**src/csf_pkg.sv**
```systemverilog
// Purpose: Shared constants and types for the charger status and event flag bank
// Assumes: Registers are reached through the device's own register port (address, read strobe)
// Notes:   All register offsets, bit positions and reset values live here
package csf_pkg;

   // ==========================================================================
   // Register map
   localparam logic [7:0] CSF_ADDR_NTC_ZONE_STATUS = 8'h0D;
   localparam logic [7:0] CSF_ADDR_FAULT_STATUS    = 8'h0E;
   localparam logic [7:0] CSF_ADDR_EVENT_FLAGS_A   = 8'h0F;
   localparam logic [7:0] CSF_ADDR_EVENT_FLAGS_B   = 8'h10;
   localparam logic [7:0] CSF_FLAGS_RESET          = 8'h00;
   localparam logic [7:0] CSF_RDATA_RESET          = 8'h00;

   // ==========================================================================
   // Field positions
   localparam int CSF_NTC_ZONE_LSB       = 0;
   localparam int CSF_FLT_OVERVOLTAGE    = 7;
   localparam int CSF_FLT_SHUTDOWN       = 6;
   localparam int CSF_FLT_TIMER          = 4;
   localparam int CSF_FA_INPUT_CURRENT   = 6;
   localparam int CSF_FA_INPUT_VOLTAGE   = 5;
   localparam int CSF_FA_DIE_TEMP        = 4;
   localparam int CSF_FA_WATCHDOG        = 3;
   localparam int CSF_FA_CHARGE_STATE    = 0;
   localparam int CSF_FB_SUPPLY_GOOD     = 7;
   localparam int CSF_FB_INPUT_SOURCE    = 4;
   localparam int CSF_FB_NTC_ZONE        = 2;
   localparam int CSF_FB_OPTIMIZER       = 1;

   // ==========================================================================
   // Thermistor zone codes
   localparam logic [2:0] CSF_NTC_NORMAL = 3'h0;
   localparam logic [2:0] CSF_NTC_WARM   = 3'h2;
   localparam logic [2:0] CSF_NTC_COOL   = 3'h3;
   localparam logic [2:0] CSF_NTC_COLD   = 3'h5;
   localparam logic [2:0] CSF_NTC_HOT    = 3'h6;

   // ==========================================================================
   // Monitored status bundle, as produced by the charger core
   typedef struct packed {
      logic       input_current_regulation;
      logic       input_voltage_regulation;
      logic       die_temp_regulation;
      logic       host_watchdog_expired;
      logic [2:0] charge_state_code;
      logic       supply_good;
      logic [2:0] input_source_code;
      logic [2:0] ntc_zone_code;
      logic [1:0] current_optimizer_state;
      logic       input_overvoltage_active;
      logic       die_overtemp_shutdown_active;
      logic       safety_timer_expired;
   } csf_status_s;

   localparam int CSF_STATUS_W = $bits(csf_status_s);

   // Register read port request
   typedef struct packed {
      logic       rd_stb;
      logic [7:0] addr;
   } csf_rd_req_s;

endpackage : csf_pkg

```
**src/csf_status_flags.sv**
```systemverilog
// Purpose: Thermistor, fault status and two event flag registers of a boost charger
// Assumes: Status inputs are asynchronous to ref_clk_in; read port is on ref_clk_in
// Notes:   Watchdog expiry only sets flag A bit 3 and resets no register here; read data is registered
`timescale 1ns/1ps

// Summary of operation
// Zone code 3 bits in status bits 2:0
// Reserved bits zero; zone code ignores register reset
// Fault bit 7 tracks input overvoltage protection
// Fault bit 6 tracks die thermal shutdown
// Fault bit 4 tracks safety timer expiry
// Flag A bit 6 on current-limit rise
// Flag A bit 5 on voltage-limit rise
// Flag A bit 4 on thermal-regulation rise
// Flag A bit 3 on watchdog-expired rise
// Flag A bit 0 on charge-state change
// Flag B bit 7 on supply-good toggle
// Flag B bit 4 on source-code change
// Flag B bit 2 on zone-code change
// Flag B bit 1 on optimizer change
// Flags reset to zero; watchdog leaves them
// Unmasked current-limit entry pulses host interrupt
// Flags clear on read unless event recurs
module csf_status_flags
   import csf_pkg::*;
(
   input  wire logic        ref_clk_in,
   input  wire logic        arst_n_in,
   input  wire csf_status_s status_in,
   input  wire logic        reg_rst_cmd_in,
   input  wire logic        input_current_limit_mask_in,
   input  wire csf_rd_req_s rd_req_in,
   output logic [7:0]       rd_data_out,
   output logic             rd_valid_out,
   output logic             host_int_pulse_out
);

   // ==========================================================================
   // Input synchronisation
   csf_status_s stat_sync;

   csf_sync #(
      .W (CSF_STATUS_W)
   ) u_sync (
      .ref_clk_in (ref_clk_in),
      .arst_n_in  (arst_n_in),
      .d_in       (status_in),
      .q_out      (stat_sync)
   );

   // ==========================================================================
   // History for edge and change detection
   csf_status_s prev_ff;
   logic [2:0]  prime_sr_ff;
   // Three edges: two for the synchroniser to refill, one for history to catch up
   wire         primed = prime_sr_ff[2];

   always_ff @(posedge ref_clk_in or negedge arst_n_in) begin
      if (!arst_n_in) begin
         prev_ff     <= '0;
         prime_sr_ff <= '0;
      end else begin
         prev_ff     <= stat_sync;
         prime_sr_ff <= {prime_sr_ff[1:0], 1'b1};
      end
   end

   // Synchroniser and history both restart from zero, so a live level would look
   // like an edge after reset; events wait until history holds a real sample
   wire rise_icur = primed & stat_sync.input_current_regulation
                    & ~prev_ff.input_current_regulation;
   wire rise_ivol = primed & stat_sync.input_voltage_regulation
                    & ~prev_ff.input_voltage_regulation;
   wire rise_dtmp = primed & stat_sync.die_temp_regulation
                    & ~prev_ff.die_temp_regulation;
   wire rise_wdog = primed & stat_sync.host_watchdog_expired
                    & ~prev_ff.host_watchdog_expired;
   wire chg_chrg  = primed & (stat_sync.charge_state_code != prev_ff.charge_state_code);
   wire chg_pgood = primed & (stat_sync.supply_good != prev_ff.supply_good);
   wire chg_src   = primed & (stat_sync.input_source_code != prev_ff.input_source_code);
   wire chg_ntc   = primed & (stat_sync.ntc_zone_code != prev_ff.ntc_zone_code);
   wire chg_ico   = primed
                    & (stat_sync.current_optimizer_state != prev_ff.current_optimizer_state);

   // ==========================================================================
   // Read decode
   wire rd_ntc   = rd_req_in.rd_stb & (rd_req_in.addr == CSF_ADDR_NTC_ZONE_STATUS);
   wire rd_fault = rd_req_in.rd_stb & (rd_req_in.addr == CSF_ADDR_FAULT_STATUS);
   wire rd_fa    = rd_req_in.rd_stb & (rd_req_in.addr == CSF_ADDR_EVENT_FLAGS_A);
   wire rd_fb    = rd_req_in.rd_stb & (rd_req_in.addr == CSF_ADDR_EVENT_FLAGS_B);

   // ==========================================================================
   // Event flags, one instance per bit position in each register, reserved ones masked
   logic [7:0] flags_a;
   logic [7:0] flags_b;
   logic [7:0] ev_a;
   logic [7:0] ev_b;
   logic [7:0] impl_a;
   logic [7:0] impl_b;

   always_comb begin
      ev_a = '0;
      ev_b = '0;
      ev_a[CSF_FA_INPUT_CURRENT] = rise_icur;
      ev_a[CSF_FA_INPUT_VOLTAGE] = rise_ivol;
      ev_a[CSF_FA_DIE_TEMP]      = rise_dtmp;
      ev_a[CSF_FA_WATCHDOG]      = rise_wdog;
      ev_a[CSF_FA_CHARGE_STATE]  = chg_chrg;
      ev_b[CSF_FB_SUPPLY_GOOD]   = chg_pgood;
      ev_b[CSF_FB_INPUT_SOURCE]  = chg_src;
      ev_b[CSF_FB_NTC_ZONE]      = chg_ntc;
      ev_b[CSF_FB_OPTIMIZER]     = chg_ico;
      impl_a = '0;
      impl_b = '0;
      impl_a[CSF_FA_INPUT_CURRENT] = 1'b1;
      impl_a[CSF_FA_INPUT_VOLTAGE] = 1'b1;
      impl_a[CSF_FA_DIE_TEMP]      = 1'b1;
      impl_a[CSF_FA_WATCHDOG]      = 1'b1;
      impl_a[CSF_FA_CHARGE_STATE]  = 1'b1;
      impl_b[CSF_FB_SUPPLY_GOOD]   = 1'b1;
      impl_b[CSF_FB_INPUT_SOURCE]  = 1'b1;
      impl_b[CSF_FB_NTC_ZONE]      = 1'b1;
      impl_b[CSF_FB_OPTIMIZER]     = 1'b1;
   end

   genvar gi;
   generate
      for (gi = 0; gi < 8; gi++) begin : g_flag
         logic fa_q;
         logic fb_q;
         // Register reset clears, watchdog does not reach here
         csf_event_flag u_fa (
            .ref_clk_in (ref_clk_in),
            .arst_n_in  (arst_n_in),
            .event_in   (ev_a[gi]),
            .rd_clr_in  (rd_fa),
            .reg_rst_in (reg_rst_cmd_in),
            .flag_out   (fa_q)
         );
         csf_event_flag u_fb (
            .ref_clk_in (ref_clk_in),
            .arst_n_in  (arst_n_in),
            .event_in   (ev_b[gi]),
            .rd_clr_in  (rd_fb),
            .reg_rst_in (reg_rst_cmd_in),
            .flag_out   (fb_q)
         );
         // Reserved positions forced to zero
         assign flags_a[gi] = fa_q & impl_a[gi];
         assign flags_b[gi] = fb_q & impl_b[gi];
      end
   endgenerate

   // ==========================================================================
   // Live status images
   logic [7:0] ntc_img;
   logic [7:0] fault_img;

   always_comb begin
      ntc_img = '0;
      ntc_img[CSF_NTC_ZONE_LSB +: 3] = stat_sync.ntc_zone_code;
      fault_img = '0;
      fault_img[CSF_FLT_OVERVOLTAGE] = stat_sync.input_overvoltage_active;
      fault_img[CSF_FLT_SHUTDOWN]    = stat_sync.die_overtemp_shutdown_active;
      fault_img[CSF_FLT_TIMER]       = stat_sync.safety_timer_expired;
   end

   // ==========================================================================
   // Read mux; read returns the flag value before its clear
   wire [7:0] rd_mux = rd_ntc   ? ntc_img   :
                       rd_fault ? fault_img :
                       rd_fa    ? flags_a   :
                       rd_fb    ? flags_b   : CSF_RDATA_RESET;

   logic [7:0] rd_data_ff;
   logic       rd_valid_ff;
   logic       int_ff;

   always_ff @(posedge ref_clk_in or negedge arst_n_in) begin
      if (!arst_n_in) begin
         rd_data_ff  <= CSF_RDATA_RESET;
         rd_valid_ff <= 1'b0;
         int_ff      <= 1'b0;
      end else begin
         rd_data_ff  <= rd_req_in.rd_stb ? rd_mux : rd_data_ff;
         rd_valid_ff <= rd_req_in.rd_stb;
         int_ff      <= rise_icur & ~input_current_limit_mask_in;
      end
   end

   assign rd_data_out        = rd_data_ff;
   assign rd_valid_out       = rd_valid_ff;
   assign host_int_pulse_out = int_ff;

endmodule : csf_status_flags

```
**src/csf_sync.sv**
```systemverilog
// Purpose: Two-stage synchroniser for a bus of asynchronous levels
// Assumes: Each bit is an independent level from the analog core
// Notes:   First stage feeds only the second stage
`timescale 1ns/1ps
module csf_sync #(
   parameter int W = 1
) (
   input  wire logic         ref_clk_in,
   input  wire logic         arst_n_in,
   input  wire logic [W-1:0] d_in,
   output logic      [W-1:0] q_out
);
   logic [W-1:0] meta_ff;
   logic [W-1:0] q_ff;

   always_ff @(posedge ref_clk_in or negedge arst_n_in) begin
      if (!arst_n_in) begin
         meta_ff <= '0;
         q_ff    <= '0;
      end else begin
         meta_ff <= d_in;
         q_ff    <= meta_ff;
      end
   end

   assign q_out = q_ff;
endmodule : csf_sync

```
**src/csf_event_flag.sv**
```systemverilog
// Purpose: One sticky event flag with clear-on-read and register-reset clear
// Assumes: Event pulse and read strobe are on ref_clk_in
// Notes:   A new event in the read-clear cycle keeps the flag set; in a register-reset cycle the flag clears
`timescale 1ns/1ps
module csf_event_flag (
   input  wire logic ref_clk_in,
   input  wire logic arst_n_in,
   input  wire logic event_in,
   input  wire logic rd_clr_in,
   input  wire logic reg_rst_in,
   output logic      flag_out
);
   logic flag_ff;
   logic nxt_flag;

   // Register reset is a hard clear; otherwise set wins over read clear
   assign nxt_flag = reg_rst_in ? 1'b0 : (event_in | (flag_ff & ~rd_clr_in));

   always_ff @(posedge ref_clk_in or negedge arst_n_in) begin
      if (!arst_n_in) begin
         flag_ff <= 1'b0;
      end else begin
         flag_ff <= nxt_flag;
      end
   end

   assign flag_out = flag_ff;
endmodule : csf_event_flag

```
**config.mk**
```make
export PLATFORM = sky130hd
export DESIGN_NAME = csf_status_flags
export DESIGN_NICKNAME = d
export VERILOG_FILES = /design/src/csf_pkg.sv /design/src/csf_status_flags.sv /design/src/csf_sync.sv /design/src/csf_event_flag.sv
export SDC_FILE = /design/constraint.sdc
export NUM_CORES = 1
export LEC_CHECK = 0
export BUFFER_PORTS_ARGS = -buffer_cell sky130_fd_sc_hd__buf_2
export CAP_MARGIN = 10
export CORE_MARGIN = 4
export CORE_UTILIZATION = 30
export DETAILED_ROUTE_END_ITERATION = 12
export SYNTH_ARGS = -nofsm -noshare
export SYNTH_HDL_FRONTEND = slang
export SYNTH_SLANG_ARGS = --single-unit
```
**constraint.sdc**
```tcl
create_clock -name ref_clk_in -period 1.64 [get_ports ref_clk_in]
set_input_delay 0.082 -clock ref_clk_in [delete_from_list [all_inputs] [get_ports ref_clk_in]]
set_output_delay 0.082 -clock ref_clk_in [all_outputs]
set_load 0.03 [all_outputs]
```
# [Yosys cells after proc, flatten, opt, wreduce, memory -nomap -nowiden]
# Cells that the tools add are included.
[word_totals] in_bits=32 output_inout_bits=10 regBits=76 wordCells=89
[op_classes] mux=13 n_bitwise=43 n_eq_ne=9
[ops] cell="8-bit two-way mux" count=4
[ops] cell="1-bit bitwise AND" count=27
[ops] cell="8-bit by 4-bit equality test with 1-bit output, second input constant" count=3
[ops] cell="1-bit two-way mux" count=9
[ops] cell="3-bit inequality test" count=3
[ops] cell="1-bit OR" count=9
[ops] cell="8-bit by 5-bit equality test with 1-bit output, second input constant" count=1
[ops] cell="1-bit NOT" count=7
[ops] cell="2-bit inequality test" count=1
[ops] cell="1-bit inequality test" count=1

# [Depth between registers and ports, before layout]
[depth] ltp_word=6 ltp_mapped=5 ltp_nobuf=4

# [Modules after synthesis]
# From an unflattened synthesis, not the netlist that was laid out.
[unflattened] cells_unflattened=162 area_unflattened_um2=2533.7
[modules_own_cells] module="csf_status_flags" cells_each=88 instances=1 seq_area_each_um2=725.7 area_per_inst_um2=1188.6
[modules_own_cells] module="csf_sync" cells_each=38 instances=1 seq_area_each_um2=950.9 area_per_inst_um2=950.9
[modules_own_cells] module="csf_event_flag" cells_each=4 instances=9 seq_area_each_um2=25.0 area_per_inst_um2=43.8

# [Worst setup path before layout]
# Ideal clock, no wire load.
[synth_path] path_kind="input-to-reg" from="in rd_req_in[1] (netlist name)" to="reg g_flag[2].u_fb.flag_ff" path_buffers=1 cell_stages=5 setup_time_ps=130 t_required_ps=1510 t_arrival_ps=874 setup_slack_ps=636 path_cell_list="buf_4 -> nor4_1 -> nand3_1 -> a22oi_1 -> nor2_1"
[synth_between] elab_chain_len=6
[synth_rtl] element="start: declaration" line_no="csf_status_flags.sv:32" text="input wire csf_rd_req_s rd_req_in,"
[synth_rtl] element="8-bit by 5-bit equality test with 1-bit output" line_no="csf_status_flags.sv:90" text="wire rd_fb = rd_req_in.rd_stb & (rd_req_in.addr == CSF_ADDR_EVENT_FLAGS_B);"
[synth_rtl] element="1-bit bitwise AND" line_no="csf_status_flags.sv:90"
[synth_rtl] element="1-bit NOT"
[synth_rtl] element="1-bit bitwise AND" line_no="csf_event_flag.sv:17" text="assign nxt_flag = reg_rst_in ? 1'b0 : (event_in | (flag_ff & ~rd_clr_in));"
[synth_rtl] element="1-bit OR" line_no="csf_event_flag.sv:17"
[synth_rtl] element="1-bit two-way mux" line_no="csf_event_flag.sv:17"
[synth_rtl] element="named net g_flag[2].u_fb.nxt_flag" line_no="csf_event_flag.sv:14" text="logic nxt_flag;"
[synth_rtl] element="end signal: assignment" line_no="csf_event_flag.sv:23" text="flag_ff <= nxt_flag;"
[synth_rtl] element="end: declaration" line_no="csf_event_flag.sv:13" text="logic flag_ff;"
# The timed path passes the listed nets, and every way through them passes these cells.
# A chain may end at the register's enable or synchronous reset.

# [Worst setup path after layout]
[layout_path] from="in rd_req_in[8] (netlist name)" to="reg g_flag[4].u_fa.flag_ff"
[layout_between] elab_chain_len=5
[layout_rtl] element="1-bit bitwise AND" line_no="csf_status_flags.sv:89" text="wire rd_fa = rd_req_in.rd_stb & (rd_req_in.addr == CSF_ADDR_EVENT_FLAGS_A);"
[layout_rtl] element="1-bit NOT" line_no="csf_event_flag.sv:17"
[layout_rtl] element="1-bit bitwise AND" line_no="csf_event_flag.sv:17"
[layout_rtl] element="1-bit OR" line_no="csf_event_flag.sv:17"
[layout_rtl] element="1-bit two-way mux" line_no="csf_event_flag.sv:17"
[layout_rtl] element="named net g_flag[4].u_fa.nxt_flag" line_no="csf_event_flag.sv:14"
[layout_rtl] element="end signal: assignment" line_no="csf_event_flag.sv:23"
[layout_rtl] element="end: declaration" line_no="csf_event_flag.sv:13"
# The timed path passes the listed nets, and every way through them passes these cells.

==> results <==
- The number of nets in the finished design is around 260.
- The logic gate share of total power is 6.3%.
- Dividing total power by cell area gives a power density of 1160 nW/um^2.
- The data required time of the critical path is between 1.5 and 2 ns.
- Setup repair after global routing left no endpoint under its margin.
- The area share of the largest cell type after synthesis is 77.1%.
- The switching portion of total power is between 20% and 30%.
- Grouping stages by cell kind, the critical path spends the most delay in buffers and inverters.
- The arrival time reported for the critical path endpoint is between 1.5 and 2 ns.
- The floorplan has 32 rows.
- The final antenna diode count is 0.
- The post-route worst setup slack is 0.229 ns.
- The master of the slowest instance on the critical path is dlygate4sd3_1.
- TritonCTS built the clock tree.
- Of all flip-flops after synthesis, the portion carrying an async set or reset was 100%.
- The cell count after synthesis came out at 155.
- The analysis attributes to cell leakage a power of about 0.0015 uW.
- For this run, the detailed router's first-pass iteration total came to 4.
- The highest signal layer in the routed design is met4.
- The via count of the first global-routing pass came to between 1000 and 1500.
- The all-layer global routing usage is 9.29%.
- On the worst path, the slowest cell contributes a delay of 0.52 ns.
- The number of resized instances in the post-cts repair step is 0.
- The final routed wirelength across all metal layers is 4040 um.
- The number of buffer cells added on primary ports is between 40 and 50.
- The per-cell via count in the routed design is 4.13.
- The largest fanout on the critical path is 8.
- Measured along the y axis, the die boundary spans about 99 um.
- The netlist area before placement is 2470 um^2.
- Summed over all layers, the global routing overflow is 0.
- The clock-pin transition on the worst setup and hold timing paths is about 0.070 ns.
- The setup TNS is 0 ns.
- In the final routed layout, each cell accounts on average for between 10 and 15 um.
- The clock network is responsible for between 40% and 50% of the overall power.
- Once placement completed, the tool counted placed cells totaling about 300.
- Sequential elements use between 70% and 80% of the synthesized area.
- Once detail routing completed, the nets flagged for antenna violations numbered 0.
- Clock tree synthesis selected as its root buffer the cell clkbuf_8.
- Once placement finished, the instance area stood at 2800 um^2.
- The final max-slew violation count was 0.
- In this run the post-CTS setup repair buffer count came out at 0.
- The floorplan core area is around 7800 um^2.
- In this run, synthesis produced a sequential element count of 76.
- The worst setup path is captured at a register.
- The routed metal-1 wire length is 1850 um.
- The area growth from synthesis to layout is 31.4%.
- The signal on the critical path passes through dlygate4sd3_1 -> buf_2 -> nor4b_4 -> nand4_2 -> a32oi_1 -> nor2_1.
- IR analysis of the VDD net gives a maximum drop of a little under 0.5 mV.
- The clock net sink count is 76.
- The worst hold path belongs to the class in -> reg.
- Of all cell types, the one taking the most synthesized area is dfrtp_1.
- The most used flip-flop cell after synthesis is dfrtp_1.
- OpenSTA, run right after detailed placement, puts the worst setup slack at around 0.36 ns.
- The run finished with clean final reports.
- The per-instance average area after synthesis is 15.9 um^2.
- The HPWL reported at the end of detailed placement is approximately 2700 um.
- The area enclosed by the die boundary is around 9700 um^2.
- The number of standard cells in the layout, taps in and fillers out is between 300 and 400.
- The final hold violation count was 0.
- In this run the power spent charging and discharging nets is roughly 800 uW.
- For this run, design rule violations remaining after detail routing come to 0.
- The design draws ~3800 uW.
- Counting I/O delays and the setup requirement, the final critical path takes 1.41 ns.
- The via count is 1381.
- The number of buffers added by the clock tree synthesis step is 9.
- The wire length on met3 is around 270 um.
- The finished layout cell area is around 3200 um^2.
- The starting density of the core is about a third.
- The number of buffer and inverter instances along the worst setup path is 2.
- Setup violations remaining at the end of the flow were counted as 0.
- The achievable clock frequency is around 710 MHz.
- At the later pin of the worst-skew pair, clock insertion delay measures about 0.34 ns.
- The kind of critical path is in -> reg.
- By area the synthesized netlist is led by dfrtp_1, xnor2_1, a32oi_1.
- The post-route clock skew is between 0.005 and 0.006 ns.
- The total of warnings raised by yosys is 0.
- The period utilization is 86.1%.
- Counting every net in the synthesized netlist gives 187.
- For flop-to-flop paths, the worst setup slack is a little over 0.6 ns.
- The deepest clock path buffer count is 2.
- In this run, flip-flops and latches consume ~53% of the power.
- The worst setup path is launched from an input pin.
- The share of cells above drive strength 1 is roughly 27%.
- The placer congestion estimate is about 0.73.
- Max-cap violations in this run came to 0.
- The number of synthesized flops with an enable pin is 0.
- The internal portion of the total power is 2950 uW.
- The first global-routing pass estimated just under 7000 um of wire.
- The total met2 wirelength after detailed routing is ~1800 um.
- The maximum number of pins on one net before global-route repair is 40.
- The number of distinct standard cells referenced by the synthesized netlist is 32.
- 42 I/O pins were placed.
- The width of the die is just under 100 um.
- The number of DRC violations after detailed-routing iteration 0 is 24.
- The H-tree was split into 3 levels.
- The number of antenna violations at the first check in global routing was 0.
## what timing repair did
action / in CTS / in global routing
hold buffers: 22 / 0
setup endpoints to repair: 0 / 0
endpoints found under the hold margin: 60 / 0
## state kept, by name, indices dropped and copies added, names as in the netlist
signal / flops
u_sync.meta_ff: 19
u_sync.q_out: 19
prev_ff: 16
rd_data_out: 8
g_flag.u_fa.flag_out: 5
g_flag.u_fb.flag_out: 4
prime_sr_ff: 3
host_int_pulse_out: 1
rd_valid_out: 1
## worst paths after layout
path                            cells past startpoint                                end                         start
max in group asynchronous                           3        u_sync.meta_ff[2]$_DFF_PN0_                     arst_n_in
worst min-delay path                                2  g_flag[1].u_fb.flag_out$_DFF_PN0_                reg_rst_cmd_in
worst max-delay path                                6  g_flag[4].u_fa.flag_out$_DFF_PN0_                  rd_req_in[8]
worst min register to register                      0         u_sync.q_out[15]$_DFF_PN0_  u_sync.meta_ff[15]$_DFF_PN0_
min in group asynchronous                           2             rd_valid_out$_DFF_PN0_                     arst_n_in
worst max register to register                      4  g_flag[0].u_fa.flag_out$_DFF_PN0_    u_sync.q_out[13]$_DFF_PN0_
## power groups by stage
stage                     sequential, uW  clock (uW)  combinational (uW)
after global placement              2040           0                 198
final                               2010        1520                 235
after floorplan                     2040           0                85.1
after CTS                           2010        1570                 241
after detailed placement            2050           0                 201
after global routing                2020        1660                 267
## layer usage
layer,vias to the layer above,track usage (%)
met4,0,6.30
met1,660,11.5
met2,36,13.4
met5,-,0
met3,12,3.68
li1,673,-
## stage by stage
step / hold slack [ns] / utilization (%)
2_1_floorplan: -0.214 / -
3_3_place_gp: 0.0746 / 35.7
3_5_place_dp: 0.0833 / 35.7
4_1_cts: 0.00818 / 41.3
5_1_grt: 0.0191 / 41.3
6_report: 0.0270 / 41.3
## cells in the final DEF, fill, tap and decap left out, drive strengths merged
cell / synthesis / routed
clkbuf: 1 / 11
clkinvlp: 0 / 1
nand3b: 1 / 1
xor2: 3 / 3
bufinv: 0 / 2
a32oi: 6 / 6
inv: 6 / 7
nand2: 3 / 3
nor4: 1 / 1
nand3: 5 / 5
o21ai: 1 / 1
conb: 1 / 1
a21oi: 4 / 4
o2bb2ai: 4 / 4
and4b: 1 / 1
nand4: 1 / 1
nor3: 1 / 1
mux2i: 2 / 2
and3b: 1 / 1
clkinv: 0 / 1
buf: 3 / 43
a221o: 1 / 1
dlygate4sd3: 0 / 22
nor3b: 1 / 1
a22oi: 4 / 4
xnor2: 9 / 9
a21o: 2 / 2
nor4b: 2 / 2
nand2b: 1 / 1
nor2: 12 / 12
dfrtp: 76 / 76
nor2b: 1 / 1
a22o: 1 / 1
## final cells by class
| class | instances | area, um^2 |
|---|---|---|
| Fill cell | 770 | 4610 |
| Sequential cell | 76 | 1900 |
| Multi-Input combinational cell | 69 | 515 |
| Timing Repair Buffer | 65 | 455 |
| Clock buffer | 11 | 131 |
| Tap cell | 102 | 128 |
| Clock inverter | 5 | 85.1 |
| Inverter | 6 | 22.5 |
## cells by family after synthesis
family,count (synthesis),synth area share (%)
buf+inv,10,1.98
other cells,1,0.152
simple gates,31,8.22
flops,76,77.1
mux,2,0.812
xor+xnor,12,4.26
compound gates,23,7.46
## synth_stat cells, types with 2 or more instances
master and instances:
a21o_1 2, a21oi_1 4, a22oi_1 4, a32oi_1 6, dfrtp_1 76, inv_1 6, mux2i_1 2, nand2_1 3
nand3_1 5, nor2_1 12, nor4b_4 2, o2bb2ai_1 3, xnor2_1 9, xor2_1 3
(Power assumes the default switching activity.)
